$ cat src/logic/bis_pkg.sv
package bis_pkg;

  // ==========================================================================
  // Timing
  // ==========================================================================
  localparam int CLK_PERIOD_NS  = 25;
  localparam int TICK_PERIOD_NS = 1000000;
  // The sequencer tick is 1 ms; delays and filter times count in ticks.
  localparam int TICK_CYCLES    = (TICK_PERIOD_NS + CLK_PERIOD_NS - 1) / CLK_PERIOD_NS;

  // ==========================================================================
  // Register byte addresses
  // ==========================================================================
  localparam logic [7:0] ADDR_STOP_DLY  = 8'h00;
  localparam logic [7:0] ADDR_RUN_DLY   = 8'h04;
  localparam logic [7:0] ADDR_SPD_THR   = 8'h08;
  localparam logic [7:0] ADDR_STOP_SEL  = 8'h0c;
  localparam logic [7:0] ADDR_ARST_SEL  = 8'h10;
  localparam logic [7:0] ADDR_GPO_CFG   = 8'h14;
  localparam logic [7:0] ADDR_STATUS    = 8'h18;
  localparam logic [7:0] ADDR_INT_STAT  = 8'h1c;
  localparam logic [7:0] ADDR_INT_MASK  = 8'h20;

  localparam logic [3:0] IDX_STOP_DLY  = 4'h0;
  localparam logic [3:0] IDX_RUN_DLY   = 4'h1;
  localparam logic [3:0] IDX_SPD_THR   = 4'h2;
  localparam logic [3:0] IDX_STOP_SEL  = 4'h3;
  localparam logic [3:0] IDX_ARST_SEL  = 4'h4;
  localparam logic [3:0] IDX_GPO_CFG   = 4'h5;
  localparam logic [3:0] IDX_STATUS    = 4'h6;
  localparam logic [3:0] IDX_INT_STAT  = 4'h7;
  localparam logic [3:0] IDX_INT_MASK  = 4'h8;
  localparam logic [3:0] IDX_NONE      = 4'hf;

  // ==========================================================================
  // Reset values
  // ==========================================================================
  localparam logic [15:0] RST_STOP_DLY = 16'h0064;
  localparam logic [15:0] RST_RUN_DLY  = 16'h0064;
  localparam logic [15:0] RST_SPD_THR  = 16'h001e;
  localparam logic [1:0]  RST_STOP_SEL = 2'h0;
  localparam logic [7:0]  RST_ARST_SEL = 8'h78;
  localparam logic [2:0]  RST_GPO_SEL  = 3'h0;

  // ==========================================================================
  // Field positions
  // ==========================================================================
  localparam int GPO_EN_BIT   = 3;
  localparam int NUM_GPO      = 8;
  localparam int NUM_EVT      = 5;
  localparam int EVT_ON       = 0;
  localparam int EVT_OFF_DONE = 1;
  localparam int EVT_ALARM    = 2;
  localparam int EVT_ARST     = 3;
  localparam int EVT_REFUSED  = 4;
  localparam int ST_SPEED_LOW = 6;
  localparam int ST_NEED_NEW  = 7;
  localparam int ST_ALARM_LAT = 8;
  localparam int ST_BRAKE_REL = 9;
  localparam int ST_POWER     = 10;

  typedef enum logic [2:0] {
    ST_OFF,
    ST_ON,
    ST_STOP_DLY,
    ST_RUN_DLY,
    ST_ALARM
  } bis_state_t;

endpackage : bis_pkg

$ cat src/logic/bis_reset_filter.sv
`timescale 1ns/1ps

module bis_reset_filter
  import bis_pkg::*;
(
  input  wire logic       sys_clk,
  input  wire logic       reset,
  input  wire logic       level,
  input  wire logic       tick,
  input  wire logic [7:0] limit,
  output logic            pulse
);

  typedef struct packed {
    logic [7:0] cnt;
    logic       done;
    logic       pulse;
  } bis_filt_t;

  bis_filt_t cur;
  bis_filt_t next_cur;

  // ==========================================================================
  // Recognition filter
  // ==========================================================================
  // A level must stay high for limit ticks; one pulse per assertion, so a
  // held reset button cannot clear a fresh alarm.
  always_comb
  begin
    next_cur       = cur;
    next_cur.pulse = 1'b0;
    if (!level)
    begin
      next_cur.cnt  = 8'h00;
      next_cur.done = 1'b0;
    end
    else if (tick && !cur.done)
    begin
      if ((cur.cnt + 8'h01) >= limit)
      begin
        next_cur.pulse = 1'b1;
        next_cur.done  = 1'b1;
      end
      else
      begin
        next_cur.cnt = cur.cnt + 8'h01;
      end
    end
  end

  always_ff @(posedge sys_clk)
  begin
    if (reset)
      cur <= '0;
    else
      cur <= next_cur;
  end

  assign pulse = cur.pulse;

endmodule : bis_reset_filter

$ cat src/logic/bis_brake_sequencer.sv
`timescale 1ns/1ps

// Function
// - Drive brake release output at servo on, alarm and servo off.
// - Servo off while stopped: wait stopped delay, then drop brake and power.
// - Servo off while rotating: run running delay, then drop brake and power.
// - In running delay, drop early once speed is at or below threshold.
// - Speed threshold is a software setting, default 30 r/min.
// - Refuse servo on while speed is above the threshold.
// - Servo on reasserted while decelerating waits until speed is at or below the threshold.
// - Brake release output asserts only on a servo control release request.
// - Brake release reaches only the general purpose output it is assigned to.
// - Dynamic braking at servo off follows the stop selection setting.
// - Dynamic braking at alarm follows the same stop selection setting.
// - Alarm while on uses running delay or speed threshold, whichever first.
// - Main power loss raises an alarm and follows alarm release timing.
// - Alarm reset input filtered by selectable time, default 120 ms.
// - After alarm reset stay off until a fresh servo on command.
module bis_brake_sequencer
  import bis_pkg::*;
#(
  parameter int TICK_LEN = TICK_CYCLES
)
(
  input  wire logic        sys_clk,
  input  wire logic        reset,
  input  wire logic        psel,
  input  wire logic        penable,
  input  wire logic        pwrite,
  input  wire logic [7:0]  paddr,
  input  wire logic [31:0] pwdata,
  output logic [31:0]      prdata,
  output logic             pready,
  output logic             pslverr,
  input  wire logic        servo_on_in,
  input  wire logic        alarm_in,
  input  wire logic        phase_loss_in,
  input  wire logic        main_low_in,
  input  wire logic        alarm_reset_in,
  input  wire logic [15:0] motor_speed,
  input  wire logic        brake_release_req,
  output logic             motor_power_en,
  output logic             brake_release_out,
  output logic [7:0]       gpo_out,
  output logic             dyn_brake_on,
  output logic             alarm_active,
  output logic             irq
);

  typedef struct packed {
    logic [4:0]         s1;
    logic [4:0]         s2;
    logic [15:0]        tick_cnt;
    bis_state_t         state;
    logic [15:0]        timer;
    logic               speed_low;
    logic               need_new;
    logic               alarm_lat;
    logic [15:0]        stop_dly;
    logic [15:0]        run_dly;
    logic [15:0]        spd_thr;
    logic [1:0]         stop_sel;
    logic [7:0]         arst_sel;
    logic [2:0]         gpo_sel;
    logic               gpo_en;
    logic [NUM_EVT-1:0] int_stat;
    logic [NUM_EVT-1:0] int_mask;
    logic [31:0]        prdata;
    logic               pready;
    logic               pslverr;
    logic               motor_power_en;
    logic               brake_release_out;
    logic [7:0]         gpo_out;
    logic               dyn_brake_on;
    logic               alarm_active;
    logic               irq;
  } bis_top_t;

  localparam logic [15:0] TICK_LAST = 16'(TICK_LEN - 1);

  bis_top_t cur;
  bis_top_t next_cur;
  logic     arst_pulse;
  logic [NUM_GPO-1:0] gpo_hit;

  // ==========================================================================
  // Register decode
  // ==========================================================================
  function automatic logic [3:0] reg_index(input logic [7:0] a);
    case (a)
      ADDR_STOP_DLY: reg_index = IDX_STOP_DLY;
      ADDR_RUN_DLY:  reg_index = IDX_RUN_DLY;
      ADDR_SPD_THR:  reg_index = IDX_SPD_THR;
      ADDR_STOP_SEL: reg_index = IDX_STOP_SEL;
      ADDR_ARST_SEL: reg_index = IDX_ARST_SEL;
      ADDR_GPO_CFG:  reg_index = IDX_GPO_CFG;
      ADDR_STATUS:   reg_index = IDX_STATUS;
      ADDR_INT_STAT: reg_index = IDX_INT_STAT;
      ADDR_INT_MASK: reg_index = IDX_INT_MASK;
      default:       reg_index = IDX_NONE;
    endcase
  endfunction : reg_index

  // ==========================================================================
  // Alarm reset recognition
  // ==========================================================================
  bis_reset_filter u_reset_filter (
    .sys_clk (sys_clk),
    .reset   (reset),
    .level   (cur.s2[0]),
    .tick    (cur.tick_cnt == TICK_LAST),
    .limit   (cur.arst_sel),
    .pulse   (arst_pulse)
  );

  // ==========================================================================
  // Output routing
  // ==========================================================================
  // Only the assigned output may carry the brake line; all others stay low.
  for (genvar g = 0; g < NUM_GPO; g++)
  begin : g_gpo
    assign gpo_hit[g] = cur.gpo_en && (cur.gpo_sel == 3'(g));
  end

  // ==========================================================================
  // Sequencer, register file and outputs
  // ==========================================================================
  always_comb
  begin
    logic               tick;
    logic               svon;
    logic               alarm_any;
    logic               powered;
    logic               rel;
    logic               expire;
    logic [NUM_EVT-1:0] ev;
    logic [3:0]         idx;
    logic               wr;
    logic [31:0]        status;
    tick      = 1'b0;
    svon      = 1'b0;
    alarm_any = 1'b0;
    powered   = 1'b0;
    rel       = 1'b0;
    expire    = 1'b0;
    ev        = '0;
    idx       = IDX_NONE;
    wr        = 1'b0;
    status    = 32'h00000000;
    next_cur  = cur;

    // Pins pass two flops; only the second stage is used below.
    next_cur.s1 = {servo_on_in, alarm_in, phase_loss_in, main_low_in, alarm_reset_in};
    next_cur.s2 = cur.s1;
    svon        = cur.s2[4];
    alarm_any   = |cur.s2[3:1];

    tick = (cur.tick_cnt == TICK_LAST);
    next_cur.tick_cnt = tick ? 16'h0000 : cur.tick_cnt + 16'h0001;
    if (tick)
    begin
      // Speed is judged once per tick so a noisy estimate cannot chatter.
      next_cur.speed_low = (motor_speed <= cur.spd_thr);
      if (cur.timer != 16'hffff)
        next_cur.timer = cur.timer + 16'h0001;
    end

    case (cur.state)
      ST_OFF:
      begin
        if (alarm_any)
        begin
          next_cur.state     = ST_ALARM;
          next_cur.alarm_lat = 1'b1;
          ev[EVT_ALARM]      = 1'b1;
        end
        // A command held through an alarm reset must drop before it counts.
        else if (!svon)
          next_cur.need_new = 1'b0;
        else if (!cur.need_new)
        begin
          if (cur.speed_low)
          begin
            next_cur.state = ST_ON;
            ev[EVT_ON]     = 1'b1;
          end
          else
            ev[EVT_REFUSED] = 1'b1;
        end
      end
      ST_ON:
      begin
        // Holding the timer at zero makes each delay start from a fresh count.
        next_cur.timer = 16'h0000;
        if (alarm_any)
        begin
          next_cur.state     = ST_RUN_DLY;
          next_cur.alarm_lat = 1'b1;
          ev[EVT_ALARM]      = 1'b1;
        end
        else if (!svon)
          next_cur.state = cur.speed_low ? ST_STOP_DLY : ST_RUN_DLY;
      end
      ST_STOP_DLY:
      begin
        if (alarm_any && !cur.alarm_lat)
        begin
          next_cur.alarm_lat = 1'b1;
          ev[EVT_ALARM]      = 1'b1;
        end
        expire = tick && (cur.timer >= cur.stop_dly);
      end
      ST_RUN_DLY:
      begin
        if (alarm_any && !cur.alarm_lat)
        begin
          next_cur.alarm_lat = 1'b1;
          ev[EVT_ALARM]      = 1'b1;
        end
        // Whichever comes first: the set delay or the slow-speed judgement.
        expire = tick && ((cur.timer >= cur.run_dly) || cur.speed_low);
      end
      ST_ALARM:
      begin
        if (arst_pulse && !alarm_any)
        begin
          next_cur.state     = ST_OFF;
          next_cur.alarm_lat = 1'b0;
          next_cur.need_new  = 1'b1;
          ev[EVT_ARST]       = 1'b1;
        end
      end
      default:
      begin
        next_cur.state = ST_OFF;
      end
    endcase

    // An alarm seen during either delay still ends in the alarm state.
    if (expire)
    begin
      next_cur.state    = next_cur.alarm_lat ? ST_ALARM : ST_OFF;
      ev[EVT_OFF_DONE]  = 1'b1;
    end

    powered = (next_cur.state == ST_ON) || (next_cur.state == ST_STOP_DLY) ||
              (next_cur.state == ST_RUN_DLY);
    rel     = powered && brake_release_req;
    next_cur.motor_power_en    = powered;
    next_cur.brake_release_out = rel;
    next_cur.gpo_out = rel ? gpo_hit : 8'h00;
    // Bit 1 clear brakes while still turning, bit 0 clear brakes once stopped.
    next_cur.dyn_brake_on = !powered &&
                            (next_cur.speed_low ? !cur.stop_sel[0] : !cur.stop_sel[1]);
    next_cur.alarm_active = next_cur.alarm_lat;

    // Status bits sit at fixed positions so software can test them directly.
    status[2:0]          = cur.state;
    status[ST_SPEED_LOW] = cur.speed_low;
    status[ST_NEED_NEW]  = cur.need_new;
    status[ST_ALARM_LAT] = cur.alarm_lat;
    status[ST_BRAKE_REL] = cur.brake_release_out;
    status[ST_POWER]     = cur.motor_power_en;

    // APB: the answer is prepared in the setup cycle and given in the first
    // access cycle, so the slave never inserts a wait state.
    idx              = reg_index(paddr);
    next_cur.pready  = psel && !penable;
    next_cur.pslverr = psel && !penable && (idx == IDX_NONE);
    if (psel && !penable)
    begin
      case (idx)
        IDX_STOP_DLY: next_cur.prdata = {16'h0000, cur.stop_dly};
        IDX_RUN_DLY:  next_cur.prdata = {16'h0000, cur.run_dly};
        IDX_SPD_THR:  next_cur.prdata = {16'h0000, cur.spd_thr};
        IDX_STOP_SEL: next_cur.prdata = {30'h0, cur.stop_sel};
        IDX_ARST_SEL: next_cur.prdata = {24'h000000, cur.arst_sel};
        IDX_GPO_CFG:  next_cur.prdata = {28'h0000000, cur.gpo_en, cur.gpo_sel};
        IDX_STATUS:   next_cur.prdata = status;
        IDX_INT_STAT: next_cur.prdata = {27'h0, cur.int_stat};
        IDX_INT_MASK: next_cur.prdata = {27'h0, cur.int_mask};
        default:      next_cur.prdata = 32'h00000000;
      endcase
    end

    // Writes land only on the access edge that also shows ready.
    wr = psel && penable && cur.pready && pwrite;
    next_cur.int_stat = cur.int_stat;
    if (wr)
    begin
      case (idx)
        IDX_STOP_DLY: next_cur.stop_dly = pwdata[15:0];
        IDX_RUN_DLY:  next_cur.run_dly  = pwdata[15:0];
        IDX_SPD_THR:  next_cur.spd_thr  = pwdata[15:0];
        IDX_STOP_SEL: next_cur.stop_sel = pwdata[1:0];
        IDX_ARST_SEL: next_cur.arst_sel = pwdata[7:0];
        IDX_GPO_CFG:
        begin
          next_cur.gpo_sel = pwdata[2:0];
          next_cur.gpo_en  = pwdata[GPO_EN_BIT];
        end
        IDX_INT_STAT: next_cur.int_stat = cur.int_stat & ~pwdata[NUM_EVT-1:0];
        IDX_INT_MASK: next_cur.int_mask = pwdata[NUM_EVT-1:0];
        default:      next_cur.int_stat = cur.int_stat;
      endcase
    end
    // A new event wins over a clear in the same cycle.
    next_cur.int_stat = next_cur.int_stat | ev;
    next_cur.irq      = |(next_cur.int_stat & next_cur.int_mask);
  end

  always_ff @(posedge sys_clk)
  begin
    if (reset)
    begin
      cur          <= '0;
      cur.state    <= ST_OFF;
      cur.stop_dly <= RST_STOP_DLY;
      cur.run_dly  <= RST_RUN_DLY;
      cur.spd_thr  <= RST_SPD_THR;
      cur.stop_sel <= RST_STOP_SEL;
      cur.arst_sel <= RST_ARST_SEL;
      cur.gpo_sel  <= RST_GPO_SEL;
      // Speed is unknown until the first tick; treat it as moving.
      cur.speed_low <= 1'b0;
    end
    else
    begin
      cur <= next_cur;
    end
  end

  assign prdata            = cur.prdata;
  assign pready            = cur.pready;
  assign pslverr           = cur.pslverr;
  assign motor_power_en    = cur.motor_power_en;
  assign brake_release_out = cur.brake_release_out;
  assign gpo_out           = cur.gpo_out;
  assign dyn_brake_on      = cur.dyn_brake_on;
  assign alarm_active      = cur.alarm_active;
  assign irq               = cur.irq;

endmodule : bis_brake_sequencer

$ cat config.mk
export PLATFORM = sky130hd
export DESIGN_NAME = bis_brake_sequencer
export DESIGN_NICKNAME = d
export VERILOG_FILES = /design/src/logic/bis_pkg.sv /design/src/logic/bis_reset_filter.sv /design/src/logic/bis_brake_sequencer.sv
export SDC_FILE = /design/constraint.sdc
export NUM_CORES = 1
export LEC_CHECK = 0
export ABC_AREA = 0
export BUFFER_PORTS_ARGS = -buffer_cell sky130_fd_sc_hd__buf_2
export CAP_MARGIN = 5
export CORE_ASPECT_RATIO = 1.4
export CORE_MARGIN = 5
export CORE_UTILIZATION = 40
export DETAILED_ROUTE_END_ITERATION = 8
export GPL_TIMING_DRIVEN = 0
export MAX_ROUTING_LAYER = met4
export PLACE_DENSITY = 0.65
export SYNTH_ARGS = -nofsm -noshare
export SYNTH_HDL_FRONTEND = slang
export SYNTH_SLANG_ARGS = --single-unit
$ cat constraint.sdc
create_clock -name sys_clk -period 3.7 [get_ports sys_clk]
set_input_delay 1.11 -clock sys_clk [delete_from_list [all_inputs] [get_ports sys_clk]]
set_output_delay 1.11 -clock sys_clk [all_outputs]
set_load 0.03 [all_outputs]
## Word-level counts from Yosys, hierarchy flattened

Index checks and enable logic that the tools add are counted.

- Register bits after elaboration: 176
- Input port bits: 67
- Output and inout port bits: 47
- Word-level logic and storage cells: 176

- Add/subtract/negate cells: 3
- Magnitude comparators: 4
- Equality and inequality tests: 36
- Muxes and demuxes: 43
- Bitwise logic cells: 8
- Reduce and logical (&&, ||, !) cells: 54

Operator list:

| cell | count |
|---|---|
| $pmux W16 S9 | 1 |
| $pmux W4 S9 | 1 |
| $add A16 B1 Y16 const B | 2 |
| $eq A8 B5 Y1 const B | 4 |
| $ge A16 B16 Y1 | 2 |
| $mux W3 | 9 |
| $mux W1 | 23 |
| $logic_and A1 B1 Y1 | 20 |
| $eq A3 B2 Y1 const B | 6 |
| $reduce_and A2 Y1 | 9 |
| $eq A16 B16 Y1 const B | 1 |
| $eq A4 B3 Y1 const B | 4 |
| $eq A8 B4 Y1 const B | 2 |
| $le A16 B16 Y1 | 1 |
| $ne A16 B16 Y1 const B | 1 |
| $eq A3 B3 Y1 const B | 5 |
| $pmux W3 S4 | 1 |
| $reduce_or A2 Y1 | 6 |
| $and A5 B5 Y5 | 2 |
| $mux W10 | 1 |
| $mux W5 | 2 |
| $eq A3 B1 Y1 const B | 3 |
| $add A8 B1 Y8 const B | 1 |
| $eq A4 B2 Y1 const B | 2 |
| other kinds (21) | 39 |

## Logic depth before layout (Yosys ltp)

Gate-level depths: netlist (run 1).

- Depth in word-level cells: 13
- Mapped depth: 11
- Gate-level depth less buffers: 10

## Modules after synthesis

From an unflattened synthesis (run 1), not the netlist that was laid out.

- Cells, all modules: 1005
- Area total of the unflattened synthesis: 8374.3 µm²

Modules (own cells, without submodules):

| module | instances | cells each | area each (µm²) | seq. area each (µm²) |
|---|---|---|---|---|
| bis_brake_sequencer | 1 | 921 | 7669.9 | 3002.9 |
| bis_reset_filter | 1 | 84 | 704.4 | 200.2 |

## Worst setup path after synthesis (run 1)

No wires, ideal clock.

- Path type: input port to flip-flop
- Start: input motor_speed[13]
- End: register cur (netlist bit dyn_brake_on)
- Library setup time: 86 ps
- Arrival time: 2705 ps
- Required time: 3614 ps
- Setup slack: 910 ps
- Stages on the path: 7
- Buffers on the path: 0
- Cell sequence: ha_1 a2111oi_0 o21ai_0 or3_1 o211ai_2 o21ai_0 a211oi_1

- Cells in the longest elaborated chain, start to end: 4

RTL lines:

| item | RTL line | text |
|---|---|---|
| from (decl) | bis_brake_sequencer.sv:40 | `input wire logic [15:0] motor_speed,` |
| $le A16 B16 Y1 | bis_brake_sequencer.sv:163 | `next_cur.speed_low = (motor_speed <= cur.spd_thr);` |
| $mux W1 | bis_brake_sequencer.sv:160 | `if (tick)` |
| $mux W1 | bis_brake_sequencer.sv:254 | `(next_cur.speed_low ? !cur.stop_sel[0] : !cur.stop_sel[1]);` |
| $logic_and A1 B1 Y1 | bis_brake_sequencer.sv:253 | `next_cur.dyn_brake_on = !powered &&` |
| to (signal assigned) | bis_brake_sequencer.sv:329 | `cur <= next_cur;` |
| to (decl) | bis_brake_sequencer.sv:81 | `bis_top_t cur;` |

No other way between the ends.
A chain may end at the register's enable or synchronous reset.

## Worst setup path in the final report (run 1)

- Start: register u_reset_filter.cur[2] (netlist name)
- End: register u_reset_filter.cur[3] (netlist name)

- Cells in the longest elaborated chain, start to end: 4

RTL lines:

| item | RTL line | text |
|---|---|---|
| from (decl) | bis_reset_filter.sv:20 | `bis_filt_t cur;` |
| from (signal assigned) | bis_reset_filter.sv:56 | `cur <= next_cur;` |
| $add A8 B1 Y8 (*) | bis_reset_filter.sv:39, bis_reset_filter.sv:46 |  |
| $ge A8 B8 Y1 | bis_reset_filter.sv:39 | `if ((cur.cnt + 8'h01) >= limit)` |
| $not A1 Y1 (no line) | - |  |
| $reduce_and A2 Y1 (no line) | - |  |

Every way passes the cells marked *; elsewhere a longest branch is shown, timed or not.

==> reports/results.tsv, run 1 <==
stage	metric	value	unit
setup_path	arrival time at the worst endpoint	3.26	ns
setup_path	Critical Path End Type	flop	
setup_path	critical path startpoint category	flop	
clock_network	CTS sink cnt	160	
setup_path	reg2reg end	u_reset_filter.cur[3]	
cells_and_area	Nets	1238	
floorplanning	Initial Utilization	40.8	%
floorplanning	Die Span Y	182	um
global_routing	initial antenna violation count	0	
power_and_ir_drop	PnR Total Power	3.81	mW
run	# Max-Cap Violations	0	
synth	synth top area cells	dfxtp_1 (38%), ha_1 (8.8%), nand2_1 (6.2%), a21oi_1 (4.9%), buf_4 (3.7%)	
floorplanning	top-level I/O count	114	
detailed_routing	wire length per cell	17.4	um
global_routing	number of global-route vias before repair	7315	
synth	Syn Std Cell Area	0.00842	mm2
placed_design	GP Congestion	0.918	
setup_path	Worst Path Required	4.06	ns
sta	max-slew violation count	0	
floorplanning	die footprint	0.0241	mm2
global_routing	met1 GRT Util	23.8	%
synth	ys async rst share	0	%
clock_network	CTS max path bufs	2	
cells_and_area	layout cells sized above 1	17.6	%
detailed_routing	Final ANT Viol Nets	0	
clock_network	TritonCTS Buffers	17	
sta	Worst Max-Slew Pin Slew	0.859	ns
detailed_routing	Vias/cell	5.49	
setup_path	worst setup path category	reg2reg	
sta	Layout Skew	0.00777	ns
power_and_ir_drop	Worst VDD drop	0.000378	V
synth	Seq cells post-synth	160	
sta	final hold vios	0	
synth	Synth top area share	38.0	%
clock_network	CTS tree	yes	
clock_network	Root Driver	clkbuf_16	
synth	prevailing post-synth register cell	dfxtp_1	
setup_path	R2R Path Start	u_reset_filter.cur[2]	
hold_path	Hold Crit Class	reg2reg	
power_and_ir_drop	Lkg Pwr	3.97	nW
global_routing	remaining global-route overflow	0	
detailed_routing	first drt pass iteration count	6	
sta	Final Cycle Share	78.4	%
synth	Synth Area per Inst	8.43	um2
synth	cell taking the most area after synthesis	dfxtp_1	
clock_network	setup repair bufs after CTS	0	
sta	Hold WS	0.437	ns
cells_and_area	most frequent cells in the layout	dfxtp_1 (160), nand2_1 (140), buf_2 (93), a21oi_1 (83), nor2_1 (69)	
clock_network	H-tree depth	4	
cells_and_area	ANT cells	0	
synth	number of synthesized flops with an enable pin	0	
hold_path	worst hold endpoint	cur[158]	
floorplanning	row count	62	
hold_path	hold path depth	1	
status	run status	finished clean	
global_routing	largest net degree at the start of global routing	17	
hold_path	HP Start	cur[163]	
detailed_routing	Starting DRT DRC Count	604	
floorplanning	die width	133	um
clock_network	Clock Latency Late Sink	0.43	ns
sta	setup_tns	0	ns
setup_path	Max stage delay cell, worst path	a21oi_1	
placed_design	Port Buf Inserts	79	
cells_and_area	layout overhead on the synthesized area	16.3	%
sta	fmax	345	MHz
global_routing	grt peak-use layer	met2	
setup_path	max incr delay on CP	0.41	ns
sta	setup violators final	0	
sta	unrepaired setup endpoints after global routing	no	
detailed_routing	total number of vias	7580	
clock_network	Clock transition at path regs	0.07	ns
placed_design	hpwl dp	18.2	mm
clock_network	Post-CTS Hold Fix Bufs	0	
synth	sequential area share after synthesis	38.0	%
synth	Yosys cell types	76	
cells_and_area	leading cell type in the layout, fill and taps excluded	dfxtp_1	
setup_path	reg2reg path depth	11	
sta	Period minus WS final	2.90	ns
global_routing	M2 GR Usage	34.3	%
setup_path	R2R setup slack	0.80	ns
floorplanning	Placeable Area	0.0206	mm2
detailed_routing	final wirelength	24.0	mm
setup_path	crit-path max FO	10	
sta	Slew Limit Headroom	42.4	%
clock_network	cts repair resizes	0	
global_routing	met3 GRT Util	3.24	%
setup_path	critical-path cell list	ha_1, nand3_1, or2_2, xnor2_1, ha_1, o21a_1, nor2_1, a21oi_1, clkbuf_1, o21ai_0, a21oi_1	
synth	Ys Warns	0	
global_routing	first-pass GRT wire length	37.9	mm
global_routing	Tot GR Track Use	20.4	%
power_and_ir_drop	Power Dens Cells	389	mW/mm2
synth	Post-Synthesis Cells	999	
detailed_routing	# DRC	0	
[cell usage after synthesis (2+ instances only)]
| library cell | number |
|---|---|
| buf_6 | 2 |
| a22o_1 | 5 |
| a21oi_1 | 83 |
| nand2_1 | 140 |
| o22a_1 | 2 |
| buf_4 | 42 |
| nor3_1 | 17 |
| o2111ai_1 | 3 |
| nor2b_1 | 19 |
| or3_1 | 8 |
| nand3_1 | 33 |
| a211oi_1 | 10 |
| nand3_2 | 2 |
| clkbuf_1 | 30 |
| a221oi_1 | 6 |
| xnor2_1 | 18 |
| ha_1 | 59 |
| nor2_1 | 69 |
| inv_1 | 61 |
| nor4b_2 | 3 |
| buf_1 | 4 |
| o211ai_1 | 13 |
| o21ai_0 | 29 |
| and4_1 | 6 |
| a222oi_1 | 10 |
| nand2b_1 | 4 |
| dfxtp_1 | 160 |
| and3_1 | 18 |
| a31oi_1 | 10 |
| a22oi_1 | 13 |
| nor3b_1 | 2 |
| a41oi_1 | 2 |
| and2_1 | 9 |
| and4b_1 | 7 |
| o31ai_1 | 6 |
| or4_1 | 7 |
| nand4_1 | 10 |
| a2111oi_0 | 2 |
| buf_2 | 14 |
| or2_2 | 4 |
| xor2_1 | 11 |
| o21a_1 | 4 |
| mux2i_1 | 9 |
[through the flow]
stage                     util [%]  std cells  cell area (um2)  setup slack, ns
final                         47.5       1381             9800            0.797
after global routing          47.5       1381             9800            0.500
after CTS                     47.5       1381             9800            0.781
after detailed placement      44.6       1349             9200            0.449
after global placement        44.6       1349             9200            0.492
after floorplan                  -       1014             8480            0.910
[registers in the layout, summed over array words and instances, names as in the netlist]
signal / flops
motor_power_en: 1
alarm_active: 1
u_reset_filter.cur: 9
cur: 119
prdata: 16
pslverr: 1
pready: 1
u_reset_filter.pulse: 1
brake_release_out: 1
irq: 1
dyn_brake_on: 1
gpo_out: 8
[routing by layer]
layer	share of wire, %	routed length [um]
met1	42	9960
met2	49	11700
met3	5.4	1310
met4	4.0	967
met5	0	0
[where the power goes]
group          internal, mW  switching [mW]  leakage, nW  total [mW]
registers              1.74          0.0155         1.30        1.76
logic                0.0883           0.165         2.39       0.253
clock network          1.04           0.756        0.288        1.80
[layout make-up]
| cell class | instances | area, um2 |
|---|---|---|
| Sequential cell | 160 | 3200 |
| Tap cell | 256 | 320 |
| Inverter | 61 | 229 |
| Multi-Input combinational cell | 701 | 4510 |
| Timing Repair Buffer | 79 | 395 |
| Clock inverter | 13 | 151 |
| Buffer | 92 | 536 |
| Clock buffer | 19 | 453 |
| Fill cell | 2060 | 10800 |
[cell families after synthesis]
kind of cell,synth area share [%]
compound gates,17.2
xor+xnor,3.01
flops,38.0
fa+ha+maj,8.76
buf+inv,9.07
other cells,0.0445
simple gates,22.8
mux,1.07
[worst max-delay path, delay by kind of cell, from the launching register on]
kind	cells	cell delay, ns
AND/OR/NAND/NOR	3	0.56
XOR/XNOR	1	0.14
AO/OA/AOI/OAI	4	0.81
buffers and inverters	1	0.41
flip-flops	1	0.40
adder cells (fa/ha/maj)	2	0.50
[worst max-delay path by stage]
stage | from | depth (start not counted) | end | slack [ns]
after floorplan | motor_speed[13] | 7 | dyn_brake_on | 0.91
after global placement | motor_speed[13] | 8 | dyn_brake_on | 0.49
after detailed placement | motor_speed[13] | 8 | dyn_brake_on | 0.45
after CTS | u_reset_filter.cur[2] | 11 | u_reset_filter.cur[3] | 0.78
after global routing | u_reset_filter.cur[2] | 11 | u_reset_filter.cur[3] | 0.50
final | u_reset_filter.cur[2] | 11 | u_reset_filter.cur[3] | 0.80
No activity file was read; power rests on OpenSTA's default activity.
==> run 2, diff against run 1 <==
clock period = 2.7 ns   (was 3.7 ns; I/O delays follow)
==> reports/results.tsv, run 2 (synthesis results as in run 1) <==
stage	metric	value	unit	change
status	run status	finished clean		
power_and_ir_drop	Power Dens Cells	532	mW/mm2	+37%
detailed_routing	# DRC	0		unchanged
clock_network	TritonCTS Buffers	17		unchanged
floorplanning	die footprint	0.0241	mm2	unchanged
cells_and_area	largest register by flop count	cur		
cells_and_area	fill cell count	2062		+0.097%
detailed_routing	Vias/cell	5.49		about the same
floorplanning	die width	133	um	unchanged
detailed_routing	first drt pass iteration count	6		unchanged
hold_path	worst hold endpoint	cur[158]		
sta	setup_tns	0	ns	unchanged
sta	setup violators final	0		unchanged
detailed_routing	final wirelength	24.1	mm	+0.73%
cells_and_area	multi-input logic area	0.00453	mm2	+0.42%
cells_and_area	ANT cells	0		unchanged
power_and_ir_drop	Worst VDD drop	0.000519	V	+37%
sta	unrepaired setup endpoints after global routing	no		
floorplanning	Placeable Area	0.0206	mm2	unchanged
clock_network	Root Driver	clkbuf_16		
global_routing	first-pass GRT wire length	37.9	mm	+0.11%
hold_path	HP Start	cur[163]		
cells_and_area	Nets	1238		unchanged
power_and_ir_drop	Lkg Pwr	3.98	nW	+0.13%
setup_path	Worst Path Required	3.02	ns	-1.04 ns
cells_and_area	layout overhead on the synthesized area	16.7	%	
setup_path	crit-path max FO	10		unchanged
sta	Final Cycle Share	97.2	%	+19 points
setup_path	Critical Path End Type	flop		
detailed_routing	Final ANT Viol Nets	0		unchanged
sta	fmax	381	MHz	+11%
power_and_ir_drop	Clk pwr share	47.3	%	about the same
setup_path	R2R setup slack	0.07	ns	-0.72 ns
detailed_routing	total number of vias	7582		+0.026%
setup_path	reg2reg end	brake_release_out		
power_and_ir_drop	PnR Total Power	5.24	mW	+37%
global_routing	Tot GR Track Use	20.4	%	about the same
sta	final hold vios	0		unchanged
setup_path	arrival time at the worst endpoint	2.95	ns	-0.31 ns
clock_network	CTS tree	yes		
cells_and_area	most frequent cells in the layout	dfxtp_1 (157), nand2_1 (140), buf_2 (93), a21oi_1 (82), nor2_1 (68)		
clock_network	CTS sink cnt	160		unchanged
run	# Max-Cap Violations	0		unchanged
placed_design	Place WS	-0.251	ns	-0.700 ns
hold_path	hold path depth	1		unchanged
power_and_ir_drop	internal power	3.94	mW	+37%
sta	Period minus WS final	2.63	ns	-0.277 ns
power_and_ir_drop	P_sw	1.30	mW	+39%
floorplanning	top-level I/O count	114		unchanged
global_routing	remaining global-route overflow	0		unchanged
clock_network	Post-CTS Hold Fix Bufs	0		unchanged
clock_network	Clock transition at path regs	0.07	ns	about the same
hold_path	Hold Crit Class	reg2reg		
cells_and_area	layout cells sized above 1	18.4	%	+0.80 points
setup_path	reg2reg path depth	8		-3
placed_design	GP Congestion	0.918		unchanged
cells_and_area	register area	0.00321	mm2	+0.20%
clock_network	CTS max path bufs	2		unchanged
setup_path	R2R Path Start	cur[112]		
clock_network	Clock Latency Late Sink	0.44	ns	about the same
sta	Layout Skew	0.00834	ns	+0.000577 ns
placed_design	Port Buf Inserts	79		unchanged
setup_path	critical path startpoint category	flop		
sta	Slew Limit Headroom	42.5	%	+0.069 points
power_and_ir_drop	Sw Share	24.8	%	+0.21 points
floorplanning	Die Span Y	182	um	unchanged
power_and_ir_drop	part of the power in registers	46.1	%	about the same
global_routing	initial antenna violation count	0		unchanged
sta	fin worst setup slack	0.0749	ns	-0.723 ns
cells_and_area	leading cell type in the layout, fill and taps excluded	dfxtp_1		
floorplanning	row count	62		unchanged
global_routing	number of global-route vias before repair	7322		+0.096%
placed_design	hpwl dp	18.2	mm	unchanged
cells_and_area	Largest register FFs	119		unchanged
power_and_ir_drop	logic gate share of total power	6.6	%	about the same
floorplanning	Initial Utilization	40.8	%	unchanged
clock_network	H-tree depth	4		unchanged
sta	max-slew violation count	0		unchanged
detailed_routing	Starting DRT DRC Count	623		+3.1%
setup_path	worst setup path category	reg2reg		
sta	Worst Max-Slew Pin Slew	0.858	ns	-0.00103 ns
detailed_routing	wire length per cell	17.5	um	+0.73%
global_routing	largest net degree at the start of global routing	17		unchanged
==> run 2: cell count changes in the layout (fill, tap and decap cells not counted), sizes merged <==
cell,previous run,this run
buf,141,142
clkbuf,49,48
==> run 2: worst max path at each step <==
stage | start | endpoint | slack [ns] | cells after the start
2_1_floorplan | motor_speed[13] | dyn_brake_on | 0.21 | 7
3_3_place_gp | motor_speed[13] | dyn_brake_on | -0.21 | 8
3_5_place_dp | motor_speed[13] | dyn_brake_on | -0.25 | 8
4_1_cts | u_reset_filter.cur[3] | u_reset_filter.cur[2] | 0.004 | 11
5_1_grt | u_reset_filter.cur[4] | u_reset_filter.cur[2] | 0.01 | 11
6_report | cur[112] | brake_release_out | 0.07 | 8
==> run 2: routing by layer <==
layer  vias to the layer above  track usage (%)  share of wire, %
li1                       3681                -                 -
met1                      3574             23.8                41
met2                       251             34.3                49
met3                        76             3.24               5.3
met4                         0             9.57               3.9
met5                         -                -                 0
==> run 2: worst max-delay path, stage by stage, from the launching register on <==
cell and delay, ns:
dfxtp_1 0.40, inv_1 0.07, ha_1 0.29, and4_1 0.26, o311ai_1 0.19, a2111oi_4 0.73, a21oi_2 0.18, buf_6 0.20
and3_1 0.19
==> run 2: power groups by stage <==
stage | Combinational [mW] | Sequential (mW) | Clock, mW
3_5_place_dp | 0.344 | 2.47 | 0
4_1_cts | 0.346 | 2.41 | 2.49
3_3_place_gp | 0.342 | 2.46 | 0
5_1_grt | 0.375 | 2.41 | 2.60
2_1_floorplan | 0.210 | 2.46 | 0
6_report | 0.347 | 2.41 | 2.48
==> run 2: layout make-up <==
| cell class | count | area share, % |
|---|---|---|
| plain buffers | 92 | 5.52 |
| multi-input cells | 701 | 46.1 |
| well taps | 256 | 3.26 |
| repair buffers | 79 | 4.02 |
| clock inverters | 13 | 1.54 |
| inverters | 61 | 2.33 |
| clock buffers | 19 | 4.61 |
| flip-flops and latches | 160 | 32.6 |
==> run 2: metrics by stage <==
step	util, %	instance area [um2]	cells	hold slack (ns)
floorplan	-	8480	1014	0.414
global placement	44.6	9200	1349	0.417
detailed placement	44.6	9200	1349	0.425
CTS	47.5	9810	1381	0.440
global route	47.7	9830	1381	0.452
finish	47.7	9830	1381	0.437
==> run 2: timing repair <==
action | 4_1_cts | 5_1_grt
buffers inserted | 0 | 0
pin swaps | 0 | 0
endpoints found under the setup margin | 10 | 20
gates resized for setup | 4 | 10
==> run 3, diff against run 2 <==
REMOVE_ABC_BUFFERS = 1   (was default)
==> reports/results.tsv, run 3 (synthesis results as in run 1) <==
stage	metric	value	unit	change
status	run status	finished clean		
clock_network	CTS tree	yes		
setup_path	Critical Path End Type	flop		
setup_path	arrival time at the worst endpoint	2.90	ns	-0.05 ns
sta	fmax	393	MHz	+3.2%
setup_path	R2R Path Start	u_reset_filter.cur[2]		
floorplanning	top-level I/O count	114		unchanged
sta	Worst Max-Slew Pin Slew	1.21	ns	+0.354 ns
cells_and_area	most frequent cells in the layout	dfxtp_1 (157), nand2_1 (140), a21oi_1 (82), buf_2 (80), nor2_1 (68)		
power_and_ir_drop	Worst VDD drop	0.000433	V	-17%
setup_path	crit-path max FO	17		+7
cells_and_area	post-route cell area	0.00937	mm2	-4.7%
clock_network	H-tree depth	4		unchanged
detailed_routing	wire length per cell	17.6	um	+0.62%
setup_path	reg2reg path depth	10		+2
setup_path	max incr delay on CP	0.50	ns	-0.23 ns
detailed_routing	Vias/cell	5.56		+1.2%
cells_and_area	largest register by flop count	cur		
clock_network	CTS max path bufs	2		unchanged
cells_and_area	ANT cells	0		unchanged
sta	Period minus WS final	2.54	ns	-0.0802 ns
setup_path	Top Family by Delay on Critical Path	simple AND/OR/NAND/NOR gates		
sta	Layout Skew	0.00902	ns	+0.000677 ns
setup_path	R2R setup slack	0.16	ns	+0.08 ns
clock_network	TritonCTS Buffers	17		unchanged
clock_network	CTS sink cnt	160		unchanged
floorplanning	row count	62		unchanged
global_routing	first-pass GRT wire length	36.1	mm	-4.9%
cells_and_area	Largest register FFs	119		unchanged
detailed_routing	Final ANT Viol Nets	0		unchanged
setup_path	critical path startpoint category	flop		
hold_path	worst hold endpoint	cur[161]		
detailed_routing	final wirelength	22.7	mm	-6.0%
clock_network	Clock Latency Late Sink	0.43	ns	about the same
power_and_ir_drop	Lkg Pwr	3.63	nW	-8.6%
floorplanning	Die Span Y	182	um	unchanged
setup_path	Max stage delay cell, worst path	or4_1		
global_routing	remaining global-route overflow	0		unchanged
detailed_routing	first drt pass iteration count	5		-1
setup_path	critical-path cell list	ha_4, nand3_2, or2_2, xnor2_1, ha_1, o21a_1, nor2_2, a21oi_4, or4_1, a21oi_1		
placed_design	hpwl dp	16.2	mm	-11%
global_routing	largest net degree at the start of global routing	80		+63
cells_and_area	layout cells sized above 1	15.4	%	-3.0 points
sta	Final Cycle Share	94.3	%	-3.0 points
global_routing	number of global-route vias before repair	6777		-7.4%
floorplanning	die width	133	um	unchanged
floorplanning	Initial Utilization	40.8	%	unchanged
cells_and_area	Nets	1150		-7.1%
placed_design	GP Congestion	0.873		-5.0%
floorplanning	Placeable Area	0.0206	mm2	unchanged
global_routing	Tot GR Track Use	19.3	%	-1.1 points
placed_design	placed cell area	0.00873	mm2	-5.1%
global_routing	initial antenna violation count	0		unchanged
power_and_ir_drop	Power Dens Cells	533	mW/mm2	+0.19%
hold_path	HP Start	cur[166]		
floorplanning	die footprint	0.0241	mm2	unchanged
setup_path	worst setup path category	reg2reg		
clock_network	Clock transition at path regs	0.06	ns	about the same
cells_and_area	layout overhead on the synthesized area	11.2	%	
clock_network	Root Driver	clkbuf_16		
cells_and_area	leading cell type in the layout, fill and taps excluded	dfxtp_1		
detailed_routing	total number of vias	7169		-5.4%
sta	final hold vios	0		unchanged
sta	Slew Limit Headroom	18.6	%	-24 points
detailed_routing	# DRC	0		unchanged
hold_path	Hold Crit Class	reg2reg		
sta	setup violators final	0		unchanged
placed_design	Port Buf Inserts	81		+2.5%
hold_path	hold path depth	1		unchanged
power_and_ir_drop	PnR Total Power	5.00	mW	-4.6%
setup_path	CP bufs+invs	0		-2
setup_path	reg2reg end	u_reset_filter.cur[5]		
setup_path	Worst Path Required	3.05	ns	+0.03 ns
detailed_routing	Starting DRT DRC Count	599		-3.9%
run	# Max-Cap Violations	0		unchanged
sta	max-slew violation count	0		unchanged
## run 3: how the worst max path moves through the flow
stage	start	endpoint	slack [ns]	cells after the start
4_1_cts	cur[132]	gpo_out[0]	0.02	7
3_5_place_dp	paddr[4]	cur[75]	-0.63	5
6_report	u_reset_filter.cur[2]	u_reset_filter.cur[5]	0.16	10
3_3_place_gp	reset	cur[134]	-1.77	4
5_1_grt	u_reset_filter.cur[2]	u_reset_filter.cur[5]	-0.009	10
2_1_floorplan	pwrite	irq	0.11	6
## run 3: per-layer routing
layer  global-route usage [%]  part of all wire [%]  routed length (um)  vias up
li1                         -                     -                   -     3509
met1                     23.1                    41                9340     3370
met2                     31.9                    50               11300      240
met3                     3.16                   6.0                1350       50
met4                     8.69                   3.3                 750        0
met5                        -                     0                   0        -
## run 3: area by class of cell
| cell class | instances | area (um2) |
|---|---|---|
| multi-input combinational | 701 | 4590 |
| clock buffer | 20 | 467 |
| clock inverter | 9 | 86.3 |
| timing repair buffer | 83 | 463 |
| fill | 2067 | 11300 |
| tap | 256 | 320 |
| inverter | 61 | 233 |
| sequential | 160 | 3210 |
## run 3: worst reg2reg max path: cells and delay by family (launching register included)
family                     cells  cell delay, ns
AOI/OAI and AO/OA              3            0.43
and+or+nand+nor                4            1.10
DFF                            1            0.39
adders and majority gates      2            0.43
xor gates and xnor gates       1            0.14
## run 3: what timing repair did
| item | CTS | global route |
|---|---|---|
| hold buffers | 0 | 0 |
| gates resized for setup | 9 | 15 |
| pin swaps | 0 | 2 |
| setup endpoints to repair | 68 | 37 |
| setup buffers | 0 | 0 |
## run 3: through the flow
step,util [%],hold slack [ns],std cells,TNS (ns),setup slack [ns]
final,45.4,0.436,1290,0,0.155
after global routing,45.4,0.457,1290,-0.00878,-0.00878
after CTS,45.1,0.440,1290,0,0.0206
after detailed placement,42.3,0.426,1261,-33.48,-0.628
after global placement,42.0,0.417,1259,-109.17,-1.77
after floorplan,-,0.414,922,0,0.112
## run 3: report_power, final
part	total, mW	internal (mW)	switching [mW]
sequential	2.41	2.39	0.0232
combinational	0.297	0.0932	0.204
clock	2.29	1.33	0.962
